===== src/verilog/ddrpi_defines.svh =====
// Constants of the DDR SDRAM pin interface: widths, bit positions, timing counts.
// Assumes nothing; included by bare name wherever a constant is needed.
`ifndef DDRPI_DEFINES_SVH
`define DDRPI_DEFINES_SVH

`define DDRPI_ADDR_W          15
`define DDRPI_DATA_W          64
`define DDRPI_ECC_W           8
`define DDRPI_LANES           9
`define DDRPI_ECC_LANE        8
`define DDRPI_SHARED_BIT      10
`define DDRPI_KEEP_MASK       15'h0400
`define DDRPI_PER_W           8
`define DDRPI_PER_MAX         8'hFF
`define DDRPI_SYNC_W          91
`define DDRPI_CLK_PERIOD_NS   5
`define DDRPI_RD_TIMEOUT_NS   400
`define DDRPI_RD_TIMEOUT_CYC  ((`DDRPI_RD_TIMEOUT_NS) / (`DDRPI_CLK_PERIOD_NS))

`endif


===== src/verilog/ddrpi_pkg.sv =====
// Types of the DDR SDRAM pin interface: request, read answer, operations, states.
// Assumes the constants header is on the include path.
`include "ddrpi_defines.svh"

package ddrpi_pkg;

    typedef enum logic [0:0] {
        DDRPI_OP_READ  = 1'b0,
        DDRPI_OP_WRITE = 1'b1
    } ddrpi_op_e;

    typedef enum logic [2:0] {
        DDRPI_S_IDLE = 3'b000,
        DDRPI_S_ROW  = 3'b001,
        DDRPI_S_COL  = 3'b010,
        DDRPI_S_WR   = 3'b011,
        DDRPI_S_RD   = 3'b100
    } ddrpi_state_e;

    typedef struct packed {
        ddrpi_op_e                    op;
        logic [`DDRPI_ADDR_W-1:0]     row;
        logic [`DDRPI_ADDR_W-1:0]     col;
        logic [`DDRPI_DATA_W-1:0]     wdata;
        logic [`DDRPI_ECC_W-1:0]      wecc;
        logic [`DDRPI_LANES-1:0]      byte_en;
    } ddrpi_req_s;

    typedef struct packed {
        logic [`DDRPI_DATA_W-1:0]     data;
        logic [`DDRPI_ECC_W-1:0]      ecc;
    } ddrpi_rd_s;

endpackage : ddrpi_pkg


===== src/verilog/ddrpi_sync.sv =====
// Two-flop synchroniser for a bundle of pin inputs.
// Assumes each bit is sampled independently; bundles are skew-tolerant by design.
`timescale 1ns/10ps

module ddrpi_sync #(
    parameter int W = 1
) (
    input  wire logic         clk_i,
    input  wire logic         resetn_i,
    input  wire logic [W-1:0] d_i,
    output logic      [W-1:0] q_o
);

    logic [W-1:0] meta_reg;

    always_ff @(posedge clk_i or negedge resetn_i) begin
        if (!resetn_i) begin
            meta_reg <= '0;
            q_o      <= '0;
        end else begin
            meta_reg <= d_i;
            q_o      <= meta_reg;
        end
    end

endmodule : ddrpi_sync


===== src/verilog/ddrpi_lane_capture.sv =====
// One byte lane of read capture, clocked by clk_i and sampling on rising edges of the received (synchronised) strobes.
// Assumes strobe and data inputs already passed the synchroniser together.
`timescale 1ns/10ps

module ddrpi_lane_capture (
    input  wire logic       clk_i,
    input  wire logic       resetn_i,
    input  wire logic       arm_i,
    input  wire logic       x4_i,
    input  wire logic       strobe_lo_i,
    input  wire logic       strobe_hi_i,
    input  wire logic [7:0] dq_i,
    output logic      [7:0] byte_o,
    output logic            done_o
);

    logic lo_prev_reg;
    logic hi_prev_reg;
    logic lo_got_reg;
    logic hi_got_reg;
    logic lo_rise;
    logic hi_rise;

    // On x4 modules the upper nibble has its own strobe on the mask pin.
    assign lo_rise = strobe_lo_i & ~lo_prev_reg;
    assign hi_rise = x4_i ? (strobe_hi_i & ~hi_prev_reg) : lo_rise;

    always_ff @(posedge clk_i or negedge resetn_i) begin
        if (!resetn_i) begin
            lo_prev_reg <= 1'b0;
            hi_prev_reg <= 1'b0;
            lo_got_reg  <= 1'b0;
            hi_got_reg  <= 1'b0;
            byte_o      <= 8'h00;
            done_o      <= 1'b0;
        end else begin
            lo_prev_reg <= strobe_lo_i;
            hi_prev_reg <= strobe_hi_i;
            if (arm_i) begin
                lo_got_reg <= 1'b0;
                hi_got_reg <= 1'b0;
                done_o     <= 1'b0;
            end else begin
                if (lo_rise && !lo_got_reg) begin
                    byte_o[3:0] <= dq_i[3:0];
                    lo_got_reg  <= 1'b1;
                end
                if (hi_rise && !hi_got_reg) begin
                    byte_o[7:4] <= dq_i[7:4];
                    hi_got_reg  <= 1'b1;
                end
                done_o <= (lo_got_reg | lo_rise) & (hi_got_reg | hi_rise);
            end
        end
    end

endmodule : ddrpi_lane_capture


===== src/verilog/ddrpi_pin_if.sv =====
// Pin-level DDR SDRAM interface: address copies, clock enables, data and check-bit lanes.
// Assumes the forwarded memory clock comes back as a pin input slower than clk_i/4,
// and that request fields are stable from the same clock domain.
//
// How it works
// - Normally the second address bus is the inverse of the first, except bit ten.
// - During memory initialisation both address buses carry identical values.
// - Two separate fifteen-bit multiplexed address buses share the address load.
// - Address buses change a quarter link cycle after the forwarded clock rises.
// - Both clock-enable outputs always carry the same value.
// - Clock enables are low while reset is asserted.
// - Clock enables stay low through self refresh and return high afterwards.
// - Clock enables change at the same quarter-cycle launch point as addresses.
// - Device drives the data bus on writes, memory drives it on reads.
// - Write strobes, one per byte lane, rise in the middle of each data beat.
// - Read data is captured with the strobes the memory sends, edge aligned.
// - On x4 modules mask pins act as extra nibble strobes both directions.
// - The data bus floats whenever nobody drives it.
// - Eight check bits cover the data bytes, driven on writes, sampled on reads.
// - The check-bit lane uses the same strobe scheme as the data bytes.
// - The check-bit bus floats whenever nobody drives it.
// - On x4 modules partial writes become read-modify-write with all bytes enabled.
// - x4 accesses use eighteen strobes: nine strobe pins plus nine mask pins.
`timescale 1ns/10ps
`include "ddrpi_defines.svh"

module ddrpi_pin_if (
    input  wire logic                      clk_i,
    input  wire logic                      resetn_i,
    input  wire logic                      init_phase_i,
    input  wire logic                      self_refresh_i,
    input  wire logic                      x4_mode_i,
    input  wire logic                      req_valid_i,
    input  wire ddrpi_pkg::ddrpi_req_s     req_i,
    output logic                           req_ready_o,
    output logic                           rd_valid_o,
    output ddrpi_pkg::ddrpi_rd_s           rd_o,
    output logic                           rd_timeout_o,
    input  wire logic                      forwarded_mem_clock_i,
    output logic [`DDRPI_ADDR_W-1:0]       mem_addr_primary_o,
    output logic [`DDRPI_ADDR_W-1:0]       mem_addr_inverted_copy_o,
    output logic                           mem_clock_enable_a_o,
    output logic                           mem_clock_enable_b_o,
    input  wire logic [`DDRPI_DATA_W-1:0]  mem_data_bus_i,
    output logic [`DDRPI_DATA_W-1:0]       mem_data_bus_o,
    output logic                           mem_data_bus_oe_o,
    input  wire logic [`DDRPI_ECC_W-1:0]   mem_check_bits_i,
    output logic [`DDRPI_ECC_W-1:0]        mem_check_bits_o,
    output logic                           mem_check_bits_oe_o,
    input  wire logic [`DDRPI_LANES-1:0]   mem_strobe_i,
    output logic [`DDRPI_LANES-1:0]        mem_strobe_o,
    output logic                           mem_strobe_oe_o,
    input  wire logic [`DDRPI_LANES-1:0]   mem_mask_i,
    output logic [`DDRPI_LANES-1:0]        mem_mask_o,
    output logic                           mem_mask_oe_o
);

    // ==========================================================================
    // Shared decode
    // ==========================================================================
    function automatic logic [`DDRPI_ADDR_W-1:0] ddrpi_copy_of(
        input logic [`DDRPI_ADDR_W-1:0] v,
        input logic                     init
    );
        // Inverting halves simultaneous switching; bit ten keeps polarity.
        ddrpi_copy_of = init ? v : (~v ^ `DDRPI_KEEP_MASK);
    endfunction : ddrpi_copy_of

    // ==========================================================================
    // Pin synchronisers
    // ==========================================================================
    logic [`DDRPI_SYNC_W-1:0] sync_q;
    logic                     fclk_s;
    logic [`DDRPI_LANES-1:0]  strobe_s;
    logic [`DDRPI_LANES-1:0]  mask_s;
    logic [`DDRPI_DATA_W-1:0] data_s;
    logic [`DDRPI_ECC_W-1:0]  ecc_s;
    ddrpi_sync #(
        .W (`DDRPI_SYNC_W)
    ) u_sync (
        .clk_i    (clk_i),
        .resetn_i (resetn_i),
        .d_i      ({forwarded_mem_clock_i, mem_strobe_i, mem_mask_i, mem_data_bus_i, mem_check_bits_i}),
        .q_o      (sync_q)
    );

    assign {fclk_s, strobe_s, mask_s, data_s, ecc_s} = sync_q;

    // ==========================================================================
    // Forwarded clock phase tracking
    // ==========================================================================
    logic                    fclk_prev_reg;
    logic [`DDRPI_PER_W-1:0] phase_reg;
    logic [`DDRPI_PER_W-1:0] period_reg;
    logic [`DDRPI_PER_W-1:0] quarter;
    logic [`DDRPI_PER_W-1:0] mid;
    logic                    fclk_rise;
    logic                    launch;
    logic                    center;
    assign fclk_rise = fclk_s & ~fclk_prev_reg;
    assign quarter   = period_reg >> 2;
    assign mid       = quarter + (period_reg >> 1);
    // The period is re-measured every cycle of the forwarded clock, so a change
    // of memory clock rate is followed after one link cycle.
    assign launch    = (phase_reg == quarter);
    assign center    = (phase_reg == mid);
    always_ff @(posedge clk_i or negedge resetn_i) begin
        if (!resetn_i) begin
            fclk_prev_reg <= 1'b0;
            phase_reg     <= '0;
            period_reg    <= '0;
        end else begin
            fclk_prev_reg <= fclk_s;
            if (fclk_rise) begin
                phase_reg  <= '0;
                period_reg <= phase_reg + 8'h01;
            end else if (phase_reg != `DDRPI_PER_MAX) begin
                phase_reg  <= phase_reg + 8'h01;
            end
        end
    end

    // ==========================================================================
    // Request sequencing
    // ==========================================================================
    ddrpi_pkg::ddrpi_state_e  state_reg;
    ddrpi_pkg::ddrpi_req_s    hold_reg;
    logic                     x4_reg;
    logic                     rmw_reg;
    logic                     wr_started_reg;
    logic                     arm_reg;
    logic [`DDRPI_PER_W-1:0]  wait_reg;
    logic [`DDRPI_LANES-1:0]  lane_done;
    logic [7:0]               lane_byte [`DDRPI_LANES];
    logic [`DDRPI_DATA_W-1:0] cap_data;
    logic [`DDRPI_ECC_W-1:0]  cap_ecc;
    logic [`DDRPI_DATA_W-1:0] merged_data;
    logic [`DDRPI_ECC_W-1:0]  merged_ecc;
    logic                     accept;
    assign accept = req_valid_i & req_ready_o;
    genvar gl;
    generate
        for (gl = 0; gl < `DDRPI_LANES; gl++) begin : g_lane
            ddrpi_lane_capture u_cap (
                .clk_i       (clk_i),
                .resetn_i    (resetn_i),
                .arm_i       (arm_reg),
                .x4_i        (x4_reg),
                .strobe_lo_i (strobe_s[gl]),
                .strobe_hi_i (mask_s[gl]),
                .dq_i        ((gl == `DDRPI_ECC_LANE) ? ecc_s : data_s[8*(gl%8) +: 8]),
                .byte_o      (lane_byte[gl]),
                .done_o      (lane_done[gl])
            );
            if (gl == `DDRPI_ECC_LANE) begin : g_ecc
                assign cap_ecc    = lane_byte[gl];
                assign merged_ecc = hold_reg.byte_en[gl] ? hold_reg.wecc : lane_byte[gl];
            end else begin : g_dat
                assign cap_data[8*gl +: 8]    = lane_byte[gl];
                assign merged_data[8*gl +: 8] = hold_reg.byte_en[gl] ? hold_reg.wdata[8*gl +: 8] : lane_byte[gl];
            end
        end
    endgenerate

    // Without byte masks an x4 partial write first reads the line, merges, then
    // writes every byte; a full write goes straight through.
    always_ff @(posedge clk_i or negedge resetn_i) begin
        if (!resetn_i) begin
            state_reg    <= ddrpi_pkg::DDRPI_S_IDLE;
            hold_reg     <= '0;
            x4_reg       <= 1'b0;
            rmw_reg      <= 1'b0;
            arm_reg      <= 1'b0;
            wait_reg     <= '0;
            req_ready_o  <= 1'b0;
            rd_valid_o   <= 1'b0;
            rd_o         <= '0;
            rd_timeout_o <= 1'b0;
        end else begin
            arm_reg      <= 1'b0;
            rd_valid_o   <= 1'b0;
            rd_timeout_o <= 1'b0;
            unique case (state_reg)
                ddrpi_pkg::DDRPI_S_IDLE: begin
                    req_ready_o <= ~accept;
                    if (accept) begin
                        hold_reg  <= req_i;
                        x4_reg    <= x4_mode_i;
                        rmw_reg   <= x4_mode_i && (req_i.op == ddrpi_pkg::DDRPI_OP_WRITE)
                                     && !(&req_i.byte_en);
                        if (x4_mode_i && !(&req_i.byte_en)) begin
                            hold_reg.op <= ddrpi_pkg::DDRPI_OP_READ;
                        end
                        state_reg <= ddrpi_pkg::DDRPI_S_ROW;
                    end
                end
                ddrpi_pkg::DDRPI_S_ROW: begin
                    if (launch) begin
                        state_reg <= ddrpi_pkg::DDRPI_S_COL;
                    end
                end
                ddrpi_pkg::DDRPI_S_COL: begin
                    if (launch) begin
                        wait_reg <= '0;
                        if (hold_reg.op == ddrpi_pkg::DDRPI_OP_WRITE) begin
                            state_reg <= ddrpi_pkg::DDRPI_S_WR;
                        end else begin
                            arm_reg   <= 1'b1;
                            state_reg <= ddrpi_pkg::DDRPI_S_RD;
                        end
                    end
                end
                ddrpi_pkg::DDRPI_S_WR: begin
                    if (launch && wr_started_reg) begin
                        state_reg   <= ddrpi_pkg::DDRPI_S_IDLE;
                        req_ready_o <= 1'b1;
                    end
                end
                ddrpi_pkg::DDRPI_S_RD: begin
                    if (!arm_reg && (&lane_done)) begin
                        if (rmw_reg) begin
                            hold_reg.wdata   <= merged_data;
                            hold_reg.wecc    <= merged_ecc;
                            hold_reg.byte_en <= '1;
                            hold_reg.op      <= ddrpi_pkg::DDRPI_OP_WRITE;
                            rmw_reg          <= 1'b0;
                            state_reg        <= ddrpi_pkg::DDRPI_S_COL;
                        end else begin
                            rd_valid_o  <= 1'b1;
                            rd_o.data   <= cap_data;
                            rd_o.ecc    <= cap_ecc;
                            state_reg   <= ddrpi_pkg::DDRPI_S_IDLE;
                            req_ready_o <= 1'b1;
                        end
                    end else if (wait_reg == 8'(`DDRPI_RD_TIMEOUT_CYC)) begin
                        // A missing strobe must not hang the interface.
                        rd_timeout_o <= 1'b1;
                        rmw_reg      <= 1'b0;
                        state_reg    <= ddrpi_pkg::DDRPI_S_IDLE;
                        req_ready_o  <= 1'b1;
                    end else begin
                        wait_reg <= wait_reg + 8'h01;
                    end
                end
                default: begin
                    state_reg   <= ddrpi_pkg::DDRPI_S_IDLE;
                    req_ready_o <= 1'b1;
                end
            endcase
        end
    end

    // ==========================================================================
    // Address buses and clock enables
    // ==========================================================================

    always_ff @(posedge clk_i or negedge resetn_i) begin
        if (!resetn_i) begin
            mem_addr_primary_o       <= '0;
            mem_addr_inverted_copy_o <= '0;
        end else if (launch) begin
            if (state_reg == ddrpi_pkg::DDRPI_S_ROW) begin
                mem_addr_primary_o       <= hold_reg.row;
                mem_addr_inverted_copy_o <= ddrpi_copy_of(hold_reg.row, init_phase_i);
            end else if (state_reg == ddrpi_pkg::DDRPI_S_COL) begin
                mem_addr_primary_o       <= hold_reg.col;
                mem_addr_inverted_copy_o <= ddrpi_copy_of(hold_reg.col, init_phase_i);
            end
        end
    end

    always_ff @(posedge clk_i or negedge resetn_i) begin
        if (!resetn_i) begin
            mem_clock_enable_a_o <= 1'b0;
            mem_clock_enable_b_o <= 1'b0;
        end else if (launch) begin
            mem_clock_enable_a_o <= ~self_refresh_i;
            mem_clock_enable_b_o <= ~self_refresh_i;
        end
    end

    // ==========================================================================
    // Write data, check bits and strobes
    // ==========================================================================

    always_ff @(posedge clk_i or negedge resetn_i) begin
        if (!resetn_i) begin
            wr_started_reg      <= 1'b0;
            mem_data_bus_o      <= '0;
            mem_data_bus_oe_o   <= 1'b0;
            mem_check_bits_o    <= '0;
            mem_check_bits_oe_o <= 1'b0;
            mem_strobe_o        <= '0;
            mem_strobe_oe_o     <= 1'b0;
            mem_mask_o          <= '0;
            mem_mask_oe_o       <= 1'b0;
        end else if ((state_reg == ddrpi_pkg::DDRPI_S_WR) && launch) begin
            if (!wr_started_reg) begin
                wr_started_reg      <= 1'b1;
                mem_data_bus_o      <= hold_reg.wdata;
                mem_data_bus_oe_o   <= 1'b1;
                mem_check_bits_o    <= hold_reg.wecc;
                mem_check_bits_oe_o <= 1'b1;
                mem_strobe_o        <= '0;
                mem_strobe_oe_o     <= 1'b1;
                mem_mask_o          <= x4_reg ? '0 : ~hold_reg.byte_en;
                mem_mask_oe_o       <= 1'b1;
            end else begin
                // End of the beat: release every lane so the bus floats.
                wr_started_reg      <= 1'b0;
                mem_data_bus_oe_o   <= 1'b0;
                mem_check_bits_oe_o <= 1'b0;
                mem_strobe_o        <= '0;
                mem_strobe_oe_o     <= 1'b0;
                mem_mask_o          <= '0;
                mem_mask_oe_o       <= 1'b0;
            end
        end else if (wr_started_reg && center) begin
            mem_strobe_o <= '1;
            if (x4_reg) begin
                mem_mask_o <= '1;
            end
        end
    end
endmodule : ddrpi_pin_if


===== config.mk =====
export PLATFORM = sky130hd
export DESIGN_NAME = ddrpi_pin_if
export DESIGN_NICKNAME = d
export VERILOG_FILES = /design/src/verilog/ddrpi_pkg.sv /design/src/verilog/ddrpi_sync.sv /design/src/verilog/ddrpi_lane_capture.sv /design/src/verilog/ddrpi_pin_if.sv
export VERILOG_INCLUDE_DIRS = /design/src /design/src/verilog
export SDC_FILE = /design/constraint.sdc
export NUM_CORES = 1
export LEC_CHECK = 0
export BUFFER_PORTS_ARGS = -buffer_cell sky130_fd_sc_hd__buf_4
export CAP_MARGIN = 20
export CORE_MARGIN = 2
export CORE_UTILIZATION = 60
export CTS_CLUSTER_SIZE = 20
export DETAILED_ROUTE_END_ITERATION = 8
export PLACE_DENSITY_LB_ADDON = 0.15
export SYNTH_ARGS = -nofsm -noshare
export SYNTH_HDL_FRONTEND = slang
export SYNTH_SLANG_ARGS = --single-unit

===== constraint.sdc =====
create_clock -name clk_i -period 3.61 [get_ports clk_i]
set_input_delay 0.722 -clock clk_i [delete_from_list [all_inputs] [get_ports clk_i]]
set_output_delay 0.722 -clock clk_i [all_outputs]
set_load 0.02 [all_outputs]

==> results by group, run 1 <==
Final layout
  – Total area of multi-input combinational cells: around 0.0069 mm²
  – Number of flip-flops in the largest register: between 100 and 150
  – Final core utilization: about three quarters
  – Total number of nets in the final design: around 2300
  – Share of final-layout standard cells stronger than drive strength 1: a little under two fifths
  – Filler Cells Inserted: roughly 2400
  – Area Overhead vs Synth: 23.78%
  – Flip-flop and latch area: between 0.015 and 0.02 mm²
  – Most common cell after layout, fill and taps aside: sky130_fd_sc_hd__dfrtp_1
  – Most frequent cells in the layout: sky130_fd_sc_hd__dfrtp_1, sky130_fd_sc_hd__buf_4, sky130_fd_sc_hd__mux2_2

Synthesis
  – Dominant register cell in the synthesized netlist: sky130_fd_sc_hd__dfrtp_1
  – Synthesized area: approximately 0.023 mm²
  – Share of async-settable or async-resettable flops after synthesis: between 90% and 100%
  – EDFF count, synth: 0
  – Register area share after synthesis: a little under 70%
  – Seq cells post-synth: between 600 and 700
  – Post-Syn Instances: approximately 1700
  – Synth warn: 0
  – Post-synthesis net count: approximately 1900
  – Unique cell type count in the Yosys netlist: 60
  – Average footprint of a synthesized cell: 13.67 µm²

Clock network
  – H-tree levels: 2
  – Clock root buffer: sky130_fd_sc_hd__clkbuf_16
  – CTS tree: built
  – Maximum number of buffers from clock root to sink: 3
  – Hold-fix buffers at CTS: 0
  – Worst-skew pair later-pin latency: around 0.63 ns
  – TritonCTS Buffers: 59
  – Clock-pin slew on the worst setup and hold paths: approximately 0.060 ns
  – Sinks on the clock net: roughly 630
  – Count of cells resized by post-cts repair: 0
  – Setup Buffers After CTS: 0

Critical path
  – Kind of start point of the critical path: flop
  – Crit Path Max Fanout: 10
  – Worst setup path class: reg -> reg
  – Signal arrival time at the worst endpoint: 3.17 ns
  – Setup crit end kind: flop
  – Reg-to-Reg Start: period_reg[2]
  – End of the worst register-to-register path: mem_mask_o[1]
  – Required time of the critical path: approximately 4.1 ns
  – R2r setup slk: 0.97 ns
  – Number of cells on the worst reg-to-reg path: 7

Power and ir drop
  – Sequential cell fraction of total power: between 40% and 50%
  – Post-layout power: ~25 mW
  – Net switching power of the design: approximately 8.5 mW
  – IR drop worst, VDD: 0.5795 mV
  – Internal power: 16.88 mW
  – Switching power share of the total: 33.49%
  – Pwr dens: approximately 890 mW/mm²
  – Clock Power Share: roughly a quarter
  – Leak Pwr: 13.23 nW
  – Proportion of power drawn by combinational gates: 31.6%

Floorplanning
  – Starting density of the core: 61.21%
  – Number of cell rows: approximately 70
  – Die span in y: between 200 and 250 µm
  – Die outline area: ~0.04 mm²
  – I/O pin cnt: 410
  – Std-Cell Core Area: 0.03784 mm²
  – Chip width: roughly 200 µm

Timing
  – Number of hold violations in the final report: 0
  – Max Clock Freq: between 0.3 and 0.4 GHz
  – Max-slew violation count: 0
  – Min cycle time layout: ~2.6 ns
  – Final clock period utilization by the worst path: 73.27%
  – Worst slack on hold paths: between 0.08 and 0.09 ns
  – RSZ-0062 raised after global routing: no
  – Transition time at the pin with the least slew margin: approximately 0.95 ns
  – Total negative slack for setup checks: 0 ns
  – Final Skew: roughly 0.026 ns
  – Relative slew slack: 36.08%
  – Final setup vio count: 0
  – Final Worst Setup Slack: 0.9651 ns

Placed design
  – Post-detail-place hpwl: 35860 µm
  – Routability congestion estimate from global placement: around 0.84
  – Post-placement worst setup slack: 0.9006 ns
  – Quantity of I/O buffers inserted on ports: around 410

Route
  – Overall via count from detail_route: 14760
  – Routed Wire Length: around 54000 µm
  – Routed length per placed instance: ~20 µm
  – Number of detailed-routing iterations run before antenna repair: 5
  – Detailed-route DRC error count: 0
  – Remaining antenna violation count: 0
  – Via-per-instance ratio: approximately 5.5
  – 1st-iter DRT viols: 949

Global routing
  – Number of global-route vias before repair: 15750
  – Maximum number of pins on one net before global-route repair: 120
  – Antenna violations before repair: 5
  – First-pass GRT wire length: ~86000 µm
  – Total GRT Usage: ~27%
  – Total gr overflow: 0

Hold path
  – Worst min-delay path category: in -> async

Run status
  – Result of the run: finished clean

Flow run
  – Number of max-capacitance violations reported: 0
-- metrics by stage --
step | cells | instance area, µm²
2_1_floorplan | 1695 | 23160
3_3_place_gp | 2548 | 26640
3_5_place_dp | 2548 | 26640
4_1_cts | 2657 | 28660
5_1_grt | 2659 | 28670
6_report | 2661 | 28670
-- per-layer routing --
layer	share of wire [%]	global-route usage [%]
met2	49	44.53
met1	41	36.03
met5	0.030	0
met4	2.9	9.868
met3	7.4	6.591
-- logic make-up (layout without fill, tap and decap cells) --
logic type | after synthesis | count (layout) | share of synthesized area, %
XOR/XNOR | 44 | 44 | 1.664
adder cells (fa/ha/maj) | 11 | 11 | 0.6266
other | 0 | 4 | 0
AO/OA/AOI/OAI | 189 | 189 | 5.105
AND/OR/NAND/NOR | 443 | 443 | 8.918
multiplexers | 274 | 274 | 13.20
buffers and inverters | 105 | 556 | 2.533
flip-flops | 629 | 629 | 67.95
-- synthesized netlist by cell type (4+ instances only) --
cell type | instances | area [µm²]
sky130_fd_sc_hd__o31ai_1 | 4 | 30.03
sky130_fd_sc_hd__xnor2_1 | 31 | 271.5
sky130_fd_sc_hd__buf_2 | 22 | 110.1
sky130_fd_sc_hd__nor3_1 | 18 | 90.09
sky130_fd_sc_hd__o21ai_0 | 56 | 280.3
sky130_fd_sc_hd__nor2b_1 | 14 | 87.58
sky130_fd_sc_hd__buf_6 | 15 | 168.9
sky130_fd_sc_hd__o21ai_2 | 6 | 52.55
sky130_fd_sc_hd__mux2_1 | 5 | 56.30
sky130_fd_sc_hd__o22ai_1 | 10 | 62.56
sky130_fd_sc_hd__inv_1 | 8 | 30.03
sky130_fd_sc_hd__mux2i_1 | 25 | 250.2
sky130_fd_sc_hd__nand3_1 | 85 | 425.4
sky130_fd_sc_hd__nand2b_1 | 25 | 156.4
sky130_fd_sc_hd__nor2_1 | 119 | 446.7
sky130_fd_sc_hd__and4_1 | 4 | 35.03
sky130_fd_sc_hd__buf_1 | 5 | 18.77
sky130_fd_sc_hd__o22a_1 | 9 | 78.83
sky130_fd_sc_hd__ha_1 | 10 | 125.1
sky130_fd_sc_hd__and3_1 | 4 | 25.02
sky130_fd_sc_hd__dfrtp_1 | 629 | 15740
sky130_fd_sc_hd__a31oi_1 | 75 | 469.2
sky130_fd_sc_hd__nand4_1 | 5 | 31.28
sky130_fd_sc_hd__buf_4 | 14 | 105.1
sky130_fd_sc_hd__clkbuf_1 | 41 | 153.9
sky130_fd_sc_hd__a21oi_1 | 14 | 70.07
sky130_fd_sc_hd__nand2_1 | 144 | 540.5
sky130_fd_sc_hd__xor2_1 | 13 | 113.9
sky130_fd_sc_hd__mux2_2 | 243 | 2736
-- layout make-up --
class	instances	area share, %
clock buffers	84	5.931
inverters	8	0.1047
multi-input cells	961	23.94
flip-flops and latches	629	54.90
well taps	511	2.230
repair buffers	439	11.74
diodes	4	0.03491
clock inverters	25	1.126
-- worst max-delay path, cell delays in order (launching register included) --
cell	delay, ns
sky130_fd_sc_hd__dfrtp_1	0.45
sky130_fd_sc_hd__ha_1	0.25
sky130_fd_sc_hd__fa_1	0.42
sky130_fd_sc_hd__xnor2_1	0.21
sky130_fd_sc_hd__xnor2_1	0.08
sky130_fd_sc_hd__or4b_1	0.50
sky130_fd_sc_hd__nand4b_1	0.37
sky130_fd_sc_hd__o21ai_0	0.27
-- power groups by stage --
stage	sequential, mW	combinational (mW)	clock (mW)
detailed placement	11.1	8.03	0
finish	11.0	8.01	6.37
global placement	10.9	7.75	0
CTS	11.0	8.10	6.48
floorplan	11.8	4.02	0
global route	11.3	8.66	6.76
-- how the worst max path moves through the flow --
stage                        from       endpoint  slack [ns]
global placement    period_reg[2]  mem_mask_o[6]        1.05
floorplan           period_reg[2]  mem_mask_o[0]        1.22
finish              period_reg[2]  mem_mask_o[1]        0.97
global route        period_reg[2]  mem_mask_o[5]        0.72
detailed placement  period_reg[2]  mem_mask_o[1]        0.90
CTS                 period_reg[2]  mem_mask_o[1]        0.92
Power figures use the tool's default switching activity.
==> run 2, diff against run 1 <==
ABC_AREA = 1   (was default)
CORE_UTILIZATION = 50   (was 60)
clock period = 2.2 ns   (was 3.61 ns; I/O delays follow)
==> run 2 against run 1 <==
Net effect: combinational power grew 77%; first-iteration DRC count grew 40%; cell count grew 33%; non-clock buffer count grew 157; via count grew 21%; sequential power grew 56%; die area grew 22%; critical path depth grew 4; global-route usage shrank 2.4 points; highest routed layer unchanged.
==> results by group, run 2 <==
Critical path
  – Required time of the critical path: 2.75 ns (-1.38 ns)
  – Crit Path Max Fanout: 4 (-6)
  – Signal arrival time at the worst endpoint: 2.70 ns (-0.47 ns)
  – R2r setup slk: 0.05 ns (-0.92 ns)
  – Worst setup path class: reg -> reg
  – Kind of start point of the critical path: flop
  – Setup crit end kind: flop

Synthesis
  – EDFF count, synth: 0 (unchanged)
  – Average footprint of a synthesized cell: 10.21 µm² (-25%)
  – Seq cells post-synth: 629 (unchanged)
  – Synth warn: 0 (unchanged)
  – Share of Yosys cell area claimed by the top area cell type: 66.84% (-1.1 points)
  – Largest area contributor in the synthesized netlist: sky130_fd_sc_hd__dfrtp_1
  – Synthesized area: 0.02355 mm² (+1.7%)
  – Post-synthesis net count: 2526 (+32%)
  – Most frequently used cell type in the post-synthesis netlist: sky130_fd_sc_hd__dfrtp_1
  – Leading post-synthesis cells by cell area: sky130_fd_sc_hd__dfrtp_1, sky130_fd_sc_hd__nand2_1, sky130_fd_sc_hd__o21ai_0
  – Post-Syn Instances: 2306 (+36%)
  – Register area share after synthesis: 66.84% (-1.1 points)
  – Post-synth top cells: sky130_fd_sc_hd__dfrtp_1, sky130_fd_sc_hd__nand2_1, sky130_fd_sc_hd__inv_1
  – Dominant register cell in the synthesized netlist: sky130_fd_sc_hd__dfrtp_1
  – Share of async-settable or async-resettable flops after synthesis: 100.0% (unchanged)
  – Unique cell type count in the Yosys netlist: 40 (-33%)

Power and ir drop
  – Leak Pwr: 15.35 nW (+16%)
  – Internal power: 27.48 mW (+63%)
  – Clock Power Share: 26.3% (+1.2 points)
  – Switching power share of the total: 35.50% (+2.0 points)
  – IR drop worst, VDD: 1.035 mV (+79%)
  – Pwr dens: 1369 mW/mm² (+55%)
  – Post-layout power: 42.60 mW (+68%)
  – Net switching power of the design: 15.13 mW (+78%)
  – Sequential cell fraction of total power: 40.4% (-2.9 points)
  – Proportion of power drawn by combinational gates: 33.3% (+1.7 points)

Timing
  – Relative slew slack: 59.00% (+23 points)
  – Number of hold violations in the final report: 0 (unchanged)
  – Max Clock Freq: 0.4648 GHz (+23%)
  – RSZ-0062 raised after global routing: yes
  – Transition time at the pin with the least slew margin: 0.6151 ns (-0.3365 ns)
  – Max-slew violation count: 0 (unchanged)
  – Final Worst Setup Slack: 0.04875 ns (-0.9164 ns)
  – Total negative slack for setup checks: 0 ns (unchanged)
  – Final clock period utilization by the worst path: 97.78% (+25 points)
  – Final Skew: 0.01657 ns (-0.009274 ns)
  – Min cycle time layout: 2.151 ns (-0.4936 ns)
  – Final setup vio count: 0 (unchanged)

Route
  – Routed length per placed instance: 17.33 µm (-14%)
  – Met2 wire length: 28770 µm (+9.3%)
  – 1st-iter DRT viols: 1326 (+40%)
  – Routed Wire Length: 61110 µm (+14%)
  – Number of detailed-routing iterations run before antenna repair: 5 (unchanged)
  – Overall via count from detail_route: 17820 (+21%)
  – Detail Route met3 WL: 3738 µm (-6.3%)
  – Met1 wire length: 27100 µm (+24%)
  – Highest layer used for signal routing: met5
  – Detailed-route DRC error count: 0 (unchanged)
  – Remaining antenna violation count: 0 (unchanged)
  – Via-per-instance ratio: 5.053 (-8.9%)

Global routing
  – Total gr overflow: 0 (unchanged)
  – Antenna violations before repair: 7 (+2)
  – Number of global-route vias before repair: 17760 (+13%)
  – Total GRT Usage: 24.82% (-2.4 points)
  – Maximum number of pins on one net before global-route repair: 147 (+23%)
  – First-pass GRT wire length: 96320 µm (+12%)

Floorplanning
  – I/O pin cnt: 410 (unchanged)
  – Number of cell rows: 79 (+11%)
  – Die outline area: 0.04885 mm² (+22%)
  – Starting density of the core: 50.58% (-11 points)
  – Std-Cell Core Area: 0.04656 mm² (+23%)
  – Die span in y: 221.0 µm (+10%)
  – Chip width: 221.0 µm (+10%)

Clock network
  – Worst-skew pair later-pin latency: 0.62 ns (about the same)
  – Clock root buffer: sky130_fd_sc_hd__clkbuf_16
  – Maximum number of buffers from clock root to sink: 3 (unchanged)
  – CTS tree: built
  – Sinks on the clock net: 629 (unchanged)
  – Clock-pin slew on the worst setup and hold paths: 0.06 ns (about the same)
  – H-tree levels: 2 (unchanged)
  – TritonCTS Buffers: 61 (+3.4%)

Placed design
  – Quantity of I/O buffers inserted on ports: 409 (unchanged)
  – Cell Area, Placed: 0.02744 mm² (+3.0%)
  – Post-placement worst setup slack: -0.1179 ns (-1.018 ns)
  – # placed instances: 3278 (+29%)
  – Post-detail-place hpwl: 41700 µm (+16%)
  – Routability congestion estimate from global placement: 0.8752 (+4.4%)

Final layout
  – Most common cell after layout, fill and taps aside: sky130_fd_sc_hd__dfrtp_1
  – Most frequent cells in the layout: sky130_fd_sc_hd__dfrtp_1, sky130_fd_sc_hd__nand2_1, sky130_fd_sc_hd__buf_4
  – Final instance area: 0.03112 mm² (+8.6%)
  – Number of flip-flops in the largest register: 112 (unchanged)
  – Final standard cell count with taps included and fillers excluded: 3527 (+33%)
  – Total number of nets in the final design: 3083 (+33%)
  – Area Overhead vs Synth: 32.17%
  – Share of final-layout standard cells stronger than drive strength 1: 22.41% (-15 points)

Run status
  – Result of the run: finished clean

Hold path
  – Worst min-delay path category: in -> reg

Flow run
  – Number of max-capacitance violations reported: 0 (unchanged)
[run 2: cell count changes in the layout (fill, tap and decap cells not counted), sizes merged, moves of 24 or more]
cell	previous run	this run
a31oi	75	15
mux2i	25	0
xnor2	31	7
dlygate4sd3	0	112
nand3	85	112
nand2b	25	0
mux2	249	0
inv	9	249
buf	439	482
o21ai	65	354
a21oi	14	70
nand2	144	520
nor2	120	168
[run 2: worst max-delay path, cell delays in order, from the launching register on]
cell	delay [ns]
sky130_fd_sc_hd__dfrtp_1	0.39
sky130_fd_sc_hd__ha_2	0.20
sky130_fd_sc_hd__fa_2	0.55
sky130_fd_sc_hd__xnor2_2	0.11
sky130_fd_sc_hd__nand3_1	0.09
sky130_fd_sc_hd__nor2_1	0.10
sky130_fd_sc_hd__nand2_1	0.11
sky130_fd_sc_hd__nor2_4	0.20
sky130_fd_sc_hd__nand3_4	0.13
sky130_fd_sc_hd__nand3_2	0.11
sky130_fd_sc_hd__nand2_1	0.06
sky130_fd_sc_hd__inv_1	0.06
[run 2: cell families after synthesis]
kind of cell	synth area share, %
simple gates	14.40
flops	66.84
compound gates	10.33
buf+inv	6.695
xor+xnor	1.116
fa+ha+maj	0.6164
[run 2: routing by layer]
layer	vias to the layer above	GRT usage, %
met2	537	38.84
met5	-	0
met1	8728	35.27
met4	2	8.184
met3	87	4.714
li1	8469	-
[run 2: area by class of cell]
type | count | area, µm²
Sequential cell | 629 | 15740
Fill cell | 3612 | 15430
Timing Repair Buffer | 596 | 5097
Tap cell | 607 | 759.5
Multi-Input combinational cell | 1325 | 6347
Antenna cell | 6 | 15.01
Clock inverter | 29 | 385.4
Clock buffer | 85 | 1819
Inverter | 250 | 959.7
[run 2: timing repair]
item                                    in CTS  in global routing
resized for setup                            6                 23
cloned                                       1                  2
endpoints found under the hold margin      143                  0
hold buffers                               112                  0
buffers inserted                             0                 14
endpoints found under the setup margin      10                106
pin swaps                                    2                 11
[run 2: final timing paths]
kind | cells past startpoint | from | to
worst max-delay path | 11 | period_reg[2] | mem_mask_o[8]
worst min-delay path | 3 | req_i[82] | hold_reg[82]
worst max register to register | 11 | period_reg[2] | mem_mask_o[8]
worst min register to register | 0 | u_sync.meta_reg[38] | u_sync.q_o[38]
max in group asynchronous | 4 | resetn_i | mem_data_bus_o[15]
min in group asynchronous | 2 | resetn_i | u_sync.meta_reg[42]
[run 2: metrics by stage]
step                      utilization, %  hold WS, ns
after floorplan                        -       0.1444
after global routing               66.85      0.03618
after global placement             58.93       0.3316
final                              66.85      0.04515
after CTS                          66.15     0.002348
after detailed placement           58.93       0.3347
[run 2: power groups by stage]
stage | clock, mW | combinational, mW | sequential (mW)
floorplan | 0 | 6.40 | 18.7
global placement | 0 | 13.2 | 17.3
detailed placement | 0 | 13.6 | 17.3
CTS | 11.4 | 13.8 | 17.2
global route | 11.9 | 15.6 | 17.6
finish | 11.2 | 14.2 | 17.2
==> run 3, diff against run 2 <==
ABC_AREA = default   (was 1)
CORE_MARGIN = 5   (was 2)
HOLD_SLACK_MARGIN = 0.08   (was default)
==> run 3 against run 2 <==
Net effect: the flow now finishes with violations (setup timing); core utilization grew 2.7 points; clock power decreased by 5%; global-route usage is 2.1 points lower; combinational power rose by 4%; sequential cell count stayed put; setup slack worse by 0.23 ns; sequential power rose by 5%; via count down 13%; power up 1.4%; cell area increased by 1.8%; cell count is 15% lower; largest power group unchanged.
==> results by group, run 3 (synthesis results as in run 1) <==
Run status
  – Result of the run: finished with violations
  – Failing checks: setup timing

Critical path
  – Endpoint of the most critical setup path: mem_mask_o[1]
  – Setup crit end kind: flop
  – Crit Path Max Fanout: 5 (+1)
  – Signal arrival time at the worst endpoint: 2.91 ns (+0.21 ns)
  – Worst setup path class: reg -> reg
  – Kind of start point of the critical path: flop
  – End of the worst register-to-register path: mem_mask_o[1]
  – R2r setup slk: -0.18 ns (-0.23 ns)
  – Required time of the critical path: 2.73 ns (-0.02 ns)
  – Reg-to-Reg Start: period_reg[2]
  – Number of cells on the worst reg-to-reg path: 8 (-3)
  – Worst setup path start: period_reg[2]

Route
  – 1st-iter DRT viols: 1143 (-14%)
  – Number of detailed-routing iterations run before antenna repair: 5 (unchanged)
  – Detailed-route DRC error count: 0 (unchanged)
  – Routed Wire Length: 59110 µm (-3.3%)
  – Via-per-instance ratio: 5.177 (+2.5%)
  – Routed length per placed instance: 19.73 µm (+14%)
  – Remaining antenna violation count: 0 (unchanged)
  – Overall via count from detail_route: 15510 (-13%)

Global routing
  – Maximum number of pins on one net before global-route repair: 77 (-48%)
  – Total GRT Usage: 22.70% (-2.1 points)
  – Number of global-route vias before repair: 16630 (-6.4%)
  – Total gr overflow: 0 (unchanged)
  – First-pass GRT wire length: 91980 µm (-4.5%)
  – Antenna violations before repair: 1 (-6)

Clock network
  – Maximum number of buffers from clock root to sink: 3 (unchanged)
  – Clock root buffer: sky130_fd_sc_hd__clkbuf_16
  – Clock-pin slew on the worst setup and hold paths: 0.06 ns (about the same)
  – TritonCTS Buffers: 61 (unchanged)
  – CTS tree: built
  – Worst-skew pair later-pin latency: 0.62 ns (about the same)
  – H-tree levels: 2 (unchanged)
  – Sinks on the clock net: 629 (unchanged)

Timing
  – Max Clock Freq: 0.4197 GHz (-9.7%)
  – Final Skew: 0.02375 ns (+0.007178 ns)
  – Max-slew violation count: 0 (unchanged)
  – Worst slack on hold paths: 0.1133 ns (+0.06813 ns)
  – Min cycle time layout: 2.383 ns (+0.2313 ns)
  – RSZ-0062 raised after global routing: yes
  – Final setup vio count: 14 (+14)
  – Number of hold violations in the final report: 0 (unchanged)
  – Relative slew slack: 54.77% (-4.2 points)
  – Final clock period utilization by the worst path: 108.3% (+11 points)
  – Final Worst Setup Slack: -0.1826 ns (-0.2313 ns)
  – Transition time at the pin with the least slew margin: 0.6784 ns (+0.06330 ns)

Final layout
  – Most common cell after layout, fill and taps aside: sky130_fd_sc_hd__dfrtp_1
  – Filler Cells Inserted: 3123 (-14%)
  – Final instance area: 0.03170 mm² (+1.8%)
  – Share of final-layout standard cells stronger than drive strength 1: 36.99% (+15 points)
  – Most frequent cells in the layout: sky130_fd_sc_hd__dfrtp_1, sky130_fd_sc_hd__buf_4, sky130_fd_sc_hd__mux2_2
  – Total number of nets in the final design: 2570 (-17%)
  – Number of flip-flops in the largest register: 112 (unchanged)
  – Area Overhead vs Synth: 36.84%

Floorplanning
  – I/O pin cnt: 410 (unchanged)
  – Starting density of the core: 50.82% (+0.24 points)
  – Chip width: 225.2 µm (+1.9%)
  – Die outline area: 0.05073 mm² (+3.9%)
  – Die span in y: 225.2 µm (+1.9%)
  – Number of cell rows: 78 (-1.3%)
  – Std-Cell Core Area: 0.04558 mm² (-2.1%)

Power and ir drop
  – Pwr dens: 1362 mW/mm² (-0.47%)
  – Leak Pwr: 14.51 nW (-5.5%)
  – IR drop worst, VDD: 0.8933 mV (-14%)

Placed design
  – Post-placement worst setup slack: -0.2471 ns (-0.1292 ns)
  – Routability congestion estimate from global placement: 0.8239 (-5.9%)
  – Quantity of I/O buffers inserted on ports: 409 (unchanged)
  – Post-detail-place hpwl: 38380 µm (-8.0%)
  – Cell Area, Placed: 0.02744 mm² (about the same)

Hold path
  – Worst min-delay path category: in -> reg

Flow run
  – Number of max-capacitance violations reported: 0 (unchanged)
[run 3: cell count changes in the layout (fill, tap and decap cells not counted), sizes merged, moves of 56 or more]
cell and change:
mux2 +249, inv -239, dlygate4sd3 +69, o21ai -289, a31oi +60, a21oi -56
nand2 -376
[run 3: routing by layer]
layer  share of wire, %  global-route usage, %
met1                 43                  31.38
met2                 49                  37.63
met3                5.7                  4.273
met4                2.1                  5.896
met5              0.022                      0
[run 3: worst max-delay path, stage by stage, from the launching register on]
cell                       delay, ns
sky130_fd_sc_hd__dfrtp_1        0.38
sky130_fd_sc_hd__ha_2           0.20
sky130_fd_sc_hd__fa_2           0.52
sky130_fd_sc_hd__xnor2_1        0.11
sky130_fd_sc_hd__nand3_1        0.08
sky130_fd_sc_hd__or4b_1         0.46
sky130_fd_sc_hd__nand4b_1       0.24
sky130_fd_sc_hd__buf_4          0.20
sky130_fd_sc_hd__o21ai_1        0.12
[run 3: worst min path at each step]
stage / from / endpoint / slack [ns] / cells past startpoint
2_1_floorplan: resetn_i / arm_reg / 0.14 / 0
3_3_place_gp: u_sync.meta_reg[62] / u_sync.q_o[62] / 0.33 / 0
3_5_place_dp: u_sync.meta_reg[0] / u_sync.q_o[0] / 0.33 / 0
4_1_cts: req_i[34] / hold_reg[34] / 0.08 / 3
5_1_grt: req_i[30] / hold_reg[30] / 0.09 / 3
6_report: req_i[36] / hold_reg[36] / 0.11 / 3
[run 3: cell type report]
class | count | area [µm²] | area share, %
well taps | 600 | 750.7 | 2.368
flip-flops and latches | 629 | 15740 | 49.67
clock inverters | 20 | 272.8 | 0.8605
multi-input cells | 961 | 6984 | 22.03
inverters | 8 | 30.03 | 0.09474
repair buffers | 689 | 6135 | 19.35
clock buffers | 88 | 1779 | 5.613
diodes | 1 | 2.502 | 0.007895
[run 3: per-stage QoR]
step | power [mW] | util [%] | cells | setup TNS, ns
6_report | 43.18 | 69.55 | 2996 | -1.602
2_1_floorplan | 25.91 | - | 1695 | -1.692
3_5_place_dp | 32.00 | 60.21 | 2688 | -2.035
5_1_grt | 45.56 | 69.54 | 2995 | -4.368
4_1_cts | 43.12 | 68.83 | 2982 | -1.595
3_3_place_gp | 31.49 | 60.21 | 2688 | -1.840
[run 3: repair_timing]
| action | in CTS | in global routing |
|---|---|---|
| gates cloned | 1 | 8 |
| endpoints found under the hold margin | 213 | 0 |
| pin swaps | 12 | 2 |
| setup endpoints to repair | 13 | 119 |
| resized for setup | 15 | 32 |
| hold buffers | 181 | 0 |
| buffers inserted | 4 | 5 |
[run 3: power by group]
part	internal, mW	total, mW	switching [mW]
logic	7.19	14.7	7.48
registers	15.4	18.0	2.52
clock network	6.19	10.6	4.37
